**src/srm_cfg.svh**
```systemverilog
`ifndef SRM_CFG_SVH
`define SRM_CFG_SVH

// register offsets on the control interface
`define SRM_CH6_OFS     8'h2d
`define SRM_CH7_OFS     8'h2e
`define SRM_CH8_OFS     8'h2f

// reset values
`define SRM_CH6_RST     8'h05
`define SRM_CH7_RST     8'h06
`define SRM_CH8_RST     8'h07

// field positions inside a mapping register
`define SRM_RSVD_BIT    7
`define SRM_SRC_MSB     6
`define SRM_SRC_LSB     5
`define SRM_SLOT_MSB    4
`define SRM_SLOT_LSB    0

// slot codes at or above this value pick the right half in two-channel formats
`define SRM_RIGHT_BASE  5'h10

// widths
`define SRM_CHANNELS    3
`define SRM_DATA_W      32

`endif

```
**src/srm_pkg.sv**
```systemverilog
package srm_pkg;

  // channel source selector, values 0 to 3 in declaration order
  typedef enum logic [1:0] {
    SRM_SRC_OFF,
    SRM_SRC_DAC,
    SRM_SRC_LOOP,
    SRM_SRC_LINK
  } srm_src_t;

  // one mapping register as stored
  typedef struct packed {
    logic     rsvd;
    srm_src_t src;
    logic [4:0] slot;
  } srm_map_t;

  // whole state of the register block
  typedef struct packed {
    srm_map_t [2:0] shadow;
    srm_map_t [2:0] active;
    logic [7:0]     rdata;
  } srm_top_state_t;

  // whole state of one channel router
  typedef struct packed {
    logic [31:0] data;
    logic        dac_valid;
    logic        loop_valid;
    logic        link_valid;
  } srm_chan_state_t;

endpackage

```
**src/srm_chan_if.sv**
```systemverilog
`timescale 1ns/1ps
`default_nettype none

interface srm_chan_if;
  import srm_pkg::*;
  srm_map_t    map;
  logic        slot_valid;
  logic [4:0]  slot_code;
  logic [31:0] slot_data;
  logic [31:0] data;
  logic        dac_valid;
  logic        loop_valid;
  logic        link_valid;

  modport ctl  (output map, slot_valid, slot_code, slot_data,
                input  data, dac_valid, loop_valid, link_valid);
  modport chan (input  map, slot_valid, slot_code, slot_data,
                output data, dac_valid, loop_valid, link_valid);
endinterface

`default_nettype wire

```
**src/srm_rx_slot_map.sv**
```systemverilog
`timescale 1ns/1ps
`default_nettype none
`include "srm_cfg.svh"

module srm_rx_slot_map
(
  // clock and reset
  input  wire logic                    ref_clk,
  input  wire logic                    reset,
  // register access from the control interface
  input  wire logic [7:0]              reg_addr,
  input  wire logic [7:0]              reg_wdata,
  input  wire logic                    reg_we,
  input  wire logic                    reg_re,
  output logic      [7:0]              reg_rdata,
  // slot stream from the second serial port receiver
  input  wire logic                    frame_start,
  input  wire logic                    slot_valid,
  input  wire logic                    tdm_mode,
  input  wire logic                    right_half,
  input  wire logic [4:0]              slot_num,
  input  wire logic [31:0]             slot_data,
  // routed samples, one entry per channel 6, 7, 8
  output logic      [2:0][31:0]        rx_data,
  output logic      [2:0]              dac_valid,
  output logic      [2:0]              loop_valid,
  output logic      [2:0]              link_valid
);
  import srm_pkg::*;

  localparam srm_top_state_t RST_S = {
    srm_map_t'(`SRM_CH8_RST), srm_map_t'(`SRM_CH7_RST), srm_map_t'(`SRM_CH6_RST),
    srm_map_t'(`SRM_CH8_RST), srm_map_t'(`SRM_CH7_RST), srm_map_t'(`SRM_CH6_RST),
    8'h00
  };

  srm_top_state_t s_q;
  srm_top_state_t s_d;
  logic [4:0]     slot_code;
  srm_map_t [2:0] use_map;

  // two-channel formats count 0..15 per half; right half adds the base
  assign slot_code = tdm_mode ? slot_num
                              : ((right_half ? `SRM_RIGHT_BASE : 5'h00) | {1'b0, slot_num[3:0]});

  // at a frame start the pending mapping already governs that frame
  assign use_map = frame_start ? s_q.shadow : s_q.active;

  always_comb
  begin
    s_d       = s_q;
    s_d.rdata = 8'h00;
    for (int i = 0; i < `SRM_CHANNELS; i++)
    begin
      if (reg_we && reg_addr == (`SRM_CH6_OFS + 8'(i)))
        s_d.shadow[i] = srm_map_t'({1'b0, reg_wdata[`SRM_SRC_MSB:`SRM_SLOT_LSB]});
      if (reg_re && reg_addr == (`SRM_CH6_OFS + 8'(i)))
        s_d.rdata = {1'b0, s_q.shadow[i][`SRM_SRC_MSB:`SRM_SLOT_LSB]};
    end
    if (frame_start)
      s_d.active = s_q.shadow;
  end

  always_ff @(posedge ref_clk or posedge reset)
  begin
    if (reset)
      s_q <= RST_S;
    else
      s_q <= s_d;
  end

  assign reg_rdata = s_q.rdata;

  genvar g;
  generate
    for (g = 0; g < `SRM_CHANNELS; g++)
    begin : g_chan
      srm_chan_if ch_if ();
      assign ch_if.map        = use_map[g];
      assign ch_if.slot_valid = slot_valid;
      assign ch_if.slot_code  = slot_code;
      assign ch_if.slot_data  = slot_data;
      assign rx_data[g]       = ch_if.data;
      assign dac_valid[g]     = ch_if.dac_valid;
      assign loop_valid[g]    = ch_if.loop_valid;
      assign link_valid[g]    = ch_if.link_valid;

      srm_chan_route u_route
      (
        .ref_clk (ref_clk),
        .reset   (reset),
        .ch      (ch_if.chan)
      );
    end
  endgenerate
endmodule // srm_rx_slot_map

`default_nettype wire

```
**src/srm_chan_route.sv**
```systemverilog
`timescale 1ns/1ps
`default_nettype none
`include "srm_cfg.svh"

module srm_chan_route
(
  // clock and reset
  input  wire logic ref_clk,
  input  wire logic reset,
  // mapping and slot stream
  srm_chan_if.chan  ch
);
  import srm_pkg::*;

  srm_chan_state_t s_q;
  srm_chan_state_t s_d;
  logic            hit;

  // the slot code already carries the half in bit 4 for two-channel formats
  assign hit = ch.slot_valid && (ch.slot_code == ch.map.slot);

  always_comb
  begin
    s_d            = s_q;
    s_d.dac_valid  = 1'b0;
    s_d.loop_valid = 1'b0;
    s_d.link_valid = 1'b0;
    if (hit)
    begin
      case (ch.map.src)
        SRM_SRC_OFF:  s_d = s_d;
        SRM_SRC_DAC:
        begin
          s_d.data      = ch.slot_data;
          s_d.dac_valid = 1'b1;
        end
        SRM_SRC_LOOP:
        begin
          s_d.data       = ch.slot_data;
          s_d.loop_valid = 1'b1;
        end
        SRM_SRC_LINK:
        begin
          s_d.data       = ch.slot_data;
          s_d.link_valid = 1'b1;
        end
        default:      s_d = s_d;
      endcase
    end
  end

  always_ff @(posedge ref_clk or posedge reset)
  begin
    if (reset)
      s_q <= '0;
    else
      s_q <= s_d;
  end

  assign ch.data       = s_q.data;
  assign ch.dac_valid  = s_q.dac_valid;
  assign ch.loop_valid = s_q.loop_valid;
  assign ch.link_valid = s_q.link_valid;
endmodule // srm_chan_route

`default_nettype wire

```
**config.mk**
```make
export PLATFORM = sky130hd
export DESIGN_NAME = srm_rx_slot_map
export DESIGN_NICKNAME = d
export VERILOG_FILES = /design/src/srm_pkg.sv /design/src/srm_chan_if.sv /design/src/srm_rx_slot_map.sv /design/src/srm_chan_route.sv
export VERILOG_INCLUDE_DIRS = /design/src
export SDC_FILE = /design/constraint.sdc
export NUM_CORES = 1
export LEC_CHECK = 0
export ABC_AREA = 1
export ABC_CLOCK_PERIOD_IN_PS = 7850
export BUFFER_PORTS_ARGS = -buffer_cell sky130_fd_sc_hd__buf_2
export CAP_MARGIN = 20
export CELL_PAD_IN_SITES_DETAIL_PLACEMENT = 1
export CELL_PAD_IN_SITES_GLOBAL_PLACEMENT = 2
export CORE_MARGIN = 2
export CORE_UTILIZATION = 31
export CTS_CLUSTER_DIAMETER = 150
export CTS_CLUSTER_SIZE = 14
export DETAILED_ROUTE_END_ITERATION = 12
export PLACE_DENSITY_LB_ADDON = 0.1
export SLEW_MARGIN = 20
export SYNTH_ARGS = -nofsm -noshare
export SYNTH_HDL_FRONTEND = slang
export SYNTH_SLANG_ARGS = --single-unit
export TNS_END_PERCENT = 100
```
**constraint.sdc**
```tcl
create_clock -name ref_clk -period 7.85 [get_ports ref_clk]
set_input_delay 1.9625 -clock ref_clk [delete_from_list [all_inputs] [get_ports ref_clk]]
set_output_delay 1.9625 -clock ref_clk [all_outputs]
set_load 0.01 [all_outputs]
```
After elaboration in Yosys (flattened, before gate mapping)
Cells that the tools add are included.
- bits in registers: 155
- input port bits: 61
- output and inout port bits: 113
- logic and storage cells: 83
- equal/unequal tests: 15
- multiplexer cells: 21
- bitwise gates (word level): 4
- reduce and logical (&&, ||, !) cells: 18
- operator list (operator ; count):
    32-bit 2-to-1 mux ; 3
    8-bit by 6-bit == test with 1-bit output, second input constant ; 3
    23-bit 2-to-1 mux ; 1
    8-bit 2-to-1 mux ; 2
    5-bit == test ; 3
    2-bit == test, second input constant ; 6
    5-bit 2-to-1 mux ; 2
    1-bit logical AND ; 9
    1-bit 2-to-1 mux ; 9
    3-bit 2-to-1 mux ; 3
    3-bit OR reduction ; 3
    7-bit 2-to-1 mux ; 1
    2-bit by 1-bit == test with 1-bit output, second input constant ; 3
    2-bit zero test ; 3
    2-bit AND reduction ; 3
    5-bit by 4-bit bitwise OR with 5-bit output ; 1
    1-bit NOT ; 3

Logic depth before layout (Yosys ltp)
- depth after elaboration: 6
- mapped depth: 12
- mapped depth without buffers: 10

Cells and area by module
From an unflattened synthesis, not the netlist that was laid out.
- cells, all modules: 773
- area, all modules: 7009.2 sq um
- modules (own cells, without submodules) (module ; times used ; cells an instance ; area each (sq um)):
    srm_chan_route ; 3 ; 180 ; 1525.2
    srm_rx_slot_map ; 1 ; 233 ; 2433.6

Least setup slack after synthesis
No wires, ideal clock.
- path type: input-to-reg
- start: in frame_start
- end: reg g_chan[1].u_route.s_q, in the netlist g_chan[1].u_route.ch.data[0]
- data arrival time: 3021 ps
- setup slack: 4712 ps
- stages on the path: 8
- cells stage by stage: buf_2 -> o21ai_0 -> nor2_1 -> nor2_2 -> nand4_2 -> buf_2 -> nand2_1 -> nand2_1
- longest elaborated chain between the ends: 4
- RTL lines (what ; line ; source):
    from (decl) ; srm_rx_slot_map.sv:17 ; input wire logic frame_start,
    23-bit 2-to-1 mux (*) ; -- ;
    5-bit == test / 2-bit zero test (equally long branches) ; srm_chan_route.sv:20, srm_chan_route.sv:30 ;
    1-bit logical AND / 1-bit NOT (equally long branches) ; -- ;
    2-bit AND reduction (no source line) (*) ; -- ;
    to (signal assigned) ; srm_chan_route.sv:55 ; s_q <= '0;
    to (signal assigned) ; srm_chan_route.sv:57 ; s_q <= s_d;
    to (decl) ; srm_chan_route.sv:15 ; srm_chan_state_t s_q;
Every way passes the cells marked *; elsewhere a longest branch is shown, timed or not.
A chain may end at the register's enable or synchronous reset.

Worst setup path after layout
- start: in frame_start
- end: reg g_chan[0].u_route.s_q, in the netlist g_chan[0].u_route.ch.data[7]
- longest elaborated chain between the ends: 4
- RTL lines (what ; line ; source):
    23-bit 2-to-1 mux ; -- ;
    net g_chan[0].u_route.ch.map[3] ; srm_chan_if.sv:17 ; modport chan (input map, slot_valid, slot_code, slot_data,
    5-bit == test ; srm_chan_route.sv:20 ; assign hit = ch.slot_valid && (ch.slot_code == ch.map.slot);
    1-bit logical AND ; srm_chan_route.sv:20 ;
    2-bit AND reduction (no source line) ; -- ;
    to (signal assigned) ; srm_chan_route.sv:55 ;
    to (signal assigned) ; srm_chan_route.sv:57 ;
    to (decl) ; srm_chan_route.sv:15 ;
The timed path passes the listed nets, and every way through them passes these cells.

==> impl_metrics.csv <==
group,metric,value,unit
timing,hold_violations,0,
worst_setup_path,path_common_cell,"nand2_1",
timing,final.setup.worst_slack,2.84,ns
global_routing,antenna_found_initial,0,
floorplanning,initial_core_util,31.3,%
worst_setup_path,start_kind,"input port",
flow_run,max-cap-violations,0,
power_and_ir_drop,pwr-share-seq,45.5,%
worst_setup_path,cp_max_fo,34,
worst_setup_path,cp_top_family,"simple AND/OR/NAND/NOR gates",
floorplanning,die_w,152,um
status,status,"completed",
synth,synth_fa_ha_area_share,0,%
timing,skew,0.0167,ns
final_layout,synthToLayoutAreaGrowth,21.5,%
route,firstDrtPassIters,4,
timing,whs,0.464,ns
route,ant_nets,0,
synth,synth_seq_area_share,57.3,%
power_and_ir_drop,p_int,1.47,mW
route,first_iter_violations,326,
synth,syn-instance-count,778,
route,routed_wl,21900,um
power_and_ir_drop,p_comb_share,14.7,%
cts,cts_htree_levels,4,
synth,postSynth.asyncResetShare,100,%
timing,post-route-min-period,5.01,ns
synth,synth_top_family_by_area,"simple AND/OR/NAND/NOR gates",
global_routing,grt_pass1_wl,34200,um
cts,postCtsHoldBufs,0,
route,viasPerCell,4.89,
synth,synth_nets,839,
timing,setup_tns,0,ns
cts,post_cts_buffers,0,
final_layout,layout_common_cells,"nand2_1 (335), buf_2 (171), dfrtp_1 (140), nand4_1 (96), inv_1 (40)",
power_and_ir_drop,leakagePower,4.59,nW
floorplanning,rows,54,
cts,cts_resized,0,
worst_setup_path,cpMaxStageDelayCell,"nand3_2",
worst_setup_path,cp_slowest_stage_delay,0.90,ns
worst_setup_path,worstPathRequired,8.16,ns
placement,gp_congestion,0.770,
cts,clk_pin_slew,0.06,ns
placement,dpl.hpwl,14900,um
route,vias,5873,
synth,synth_cell_types,28,
cts,cts_buffers,17,
cts,clock_latency,0.43,ns
route,drc,0,
timing,timing.final.max_slew_violations,0,
synth,avgSynthCellArea,8.69,um2
power_and_ir_drop,p_sw,0.580,mW
cts,clockRootBuffer,"clkbuf_16",
power_and_ir_drop,power.density,249,nW/um2
final_layout,drive_above_1_share,25.3,%
synth,synth_area,6760,um2
timing,fmax,200,MHz
synth,ys.flop_type,"dfrtp_1",
synth,muxShareOfSynthArea,0,%
worst_setup_path,crit_arrival,5.32,ns
synth,ys_warn_count,0,
cts,numClockSinks,154,
timing,setup_viol,0,
worst_setup_path,worstPathCellList,"buf_2, inv_2, nand2_1, nand2_1, a21oi_1, nand2_1, nor2_4, nand3_2, nand2_1, nand2_1",
synth,synthXorXnorAreaFrac,0,%
route,post_drt_wl_per_cell,18.2,um
timing,rsz0062_at_grt,"no",
floorplanning,die_y,152,um
synth,yosys.area_share.simple,32.3,%
timing,relSlewSlack,30.8,%
synth,synth_seq_cells,154,
synth,synth-compound-area-share,2.42,%
final_layout,layout.nets,971,
min_path,hold_path_class,"reg -> reg",
floorplanning,coreArea,21600,um2
timing,tightest_slew,1.04,ns
global_routing,grt_max_degree,84,
power_and_ir_drop,finalPower,2.05,mW
power_and_ir_drop,clkPwrFrac,39.8,%
final_layout,mostFrequentLayoutCell,"nand2_1",
global_routing,grt.total_usage,19.7,%
placement,io_buffers,171,
worst_setup_path,cp_num_buf_inv,2,
global_routing,overflow,0,
power_and_ir_drop,power_switching_share,28.3,%
floorplanning,pin_count,174,
final_layout,diodes,0,
cts,clockBufferDepth,2,
timing,period_share,63.8,%
power_and_ir_drop,ir_drop,0.143,mV
synth,synth-edff-count,0,
cts,cts_tree,"built",
floorplanning,die_area,23000,um2
global_routing,grt_pass1_vias,6087,
worst_setup_path,setup.worst_path.class,"in -> reg",
worst_setup_path,endpoint_kind,"flip-flop",
placement,dpl_worst_slack,2.37,ns
==> logic make-up (layout without fill, tap and decap cells) <==
family / count (synthesis) / in the layout
AND/OR/NAND/NOR: 487 / 487
flip-flops: 154 / 154
buffers and inverters: 104 / 248
AO/OA/AOI/OAI: 32 / 32
other: 1 / 1
==> layout make-up <==
class                      count  area (um2)
fill                        2606       13400
timing repair buffer         174         878
clock inverter                10         119
tap                          280         350
inverter                      43         166
clock buffer                  21         460
sequential                   154        3870
multi-input combinational    520        2370
==> power groups by stage <==
stage | sequential, mW | clock [mW] | combinational [mW]
global route | 0.943 | 0.874 | 0.341
detailed placement | 0.947 | 0 | 0.308
global placement | 0.943 | 0 | 0.300
floorplan | 0.972 | 0 | 0.123
CTS | 0.933 | 0.837 | 0.309
finish | 0.932 | 0.814 | 0.301
==> synthesized netlist by cell type (3+ instances only) <==
cell type	number	area (um2)
nor3_1	12	60.1
nor2_2	3	18.8
nand2_1	335	1260
buf_4	21	158
buf_2	24	120
dfstp_2	14	368
buf_6	5	56.3
o21ai_1	3	15.0
dfrtp_1	140	3500
clkbuf_1	9	33.8
nor2_1	6	22.5
or2_1	3	18.8
o21ai_0	26	130
nor2_4	3	33.8
inv_1	41	154
nand3_1	22	110
nand4_1	96	601
==> metal layers <==
| metal | part of all wire [%] | up-vias | wire, um | GRT usage (%) |
|---|---|---|---|---|
| met3 | 4.9 | 12 | 1060 | 4.01 |
| met4 | 0.68 | 0 | 148 | 4.86 |
| met1 | 47 | 2925 | 10200 | 26.7 |
| met5 | 0 | - | 0 | 0 |
| met2 | 48 | 139 | 10500 | 32.3 |
| li1 | - | 2797 | - | - |
==> sequential cells by signal, indices dropped and copies added, names as in the netlist <==
name and flops:
s_q 42, g_chan.u_route.ch.link_valid 3, g_chan.u_route.ch.dac_valid 3, g_chan.u_route.ch.loop_valid 3, g_chan.u_route.ch.data 96, reg_rdata 7
==> stage by stage <==
stage | area (um2) | utilization [%] | instances
floorplan | 6760 | - | 778
global placement | 7630 | 35.3 | 1171
detailed placement | 7630 | 35.3 | 1171
CTS | 8210 | 38.0 | 1202
global route | 8210 | 38.0 | 1202
finish | 8210 | 38.0 | 1202
==> final timing paths <==
kind                                                                 from  cells past startpoint                                   endpoint  slack (ns)
worst max-delay path                                          frame_start                     10   g_chan[0].u_route.ch.data[7]$_DFFE_PP0P_        2.84
worst min-delay path            g_chan[1].u_route.ch.data[22]$_DFFE_PP0P_                      2  g_chan[1].u_route.ch.data[22]$_DFFE_PP0P_        0.46
worst max register to register                        s_q[34]$_DFFE_PP1P_                      7   g_chan[0].u_route.ch.data[7]$_DFFE_PP0P_        4.80
worst min register to register  g_chan[1].u_route.ch.data[22]$_DFFE_PP0P_                      2  g_chan[1].u_route.ch.data[22]$_DFFE_PP0P_        0.46
max in group asynchronous                                           reset                      3  g_chan[2].u_route.ch.data[26]$_DFFE_PP0P_        4.75
min in group asynchronous                                           reset                      2  g_chan[0].u_route.ch.data[13]$_DFFE_PP0P_        1.67
==> worst min-delay path: cells and delay by family, from the launching register on <==
family,cells,cell delay [ns]
simple gates,2,0.09
flops,1,0.34
No activity file was read; power rests on OpenSTA's default activity.
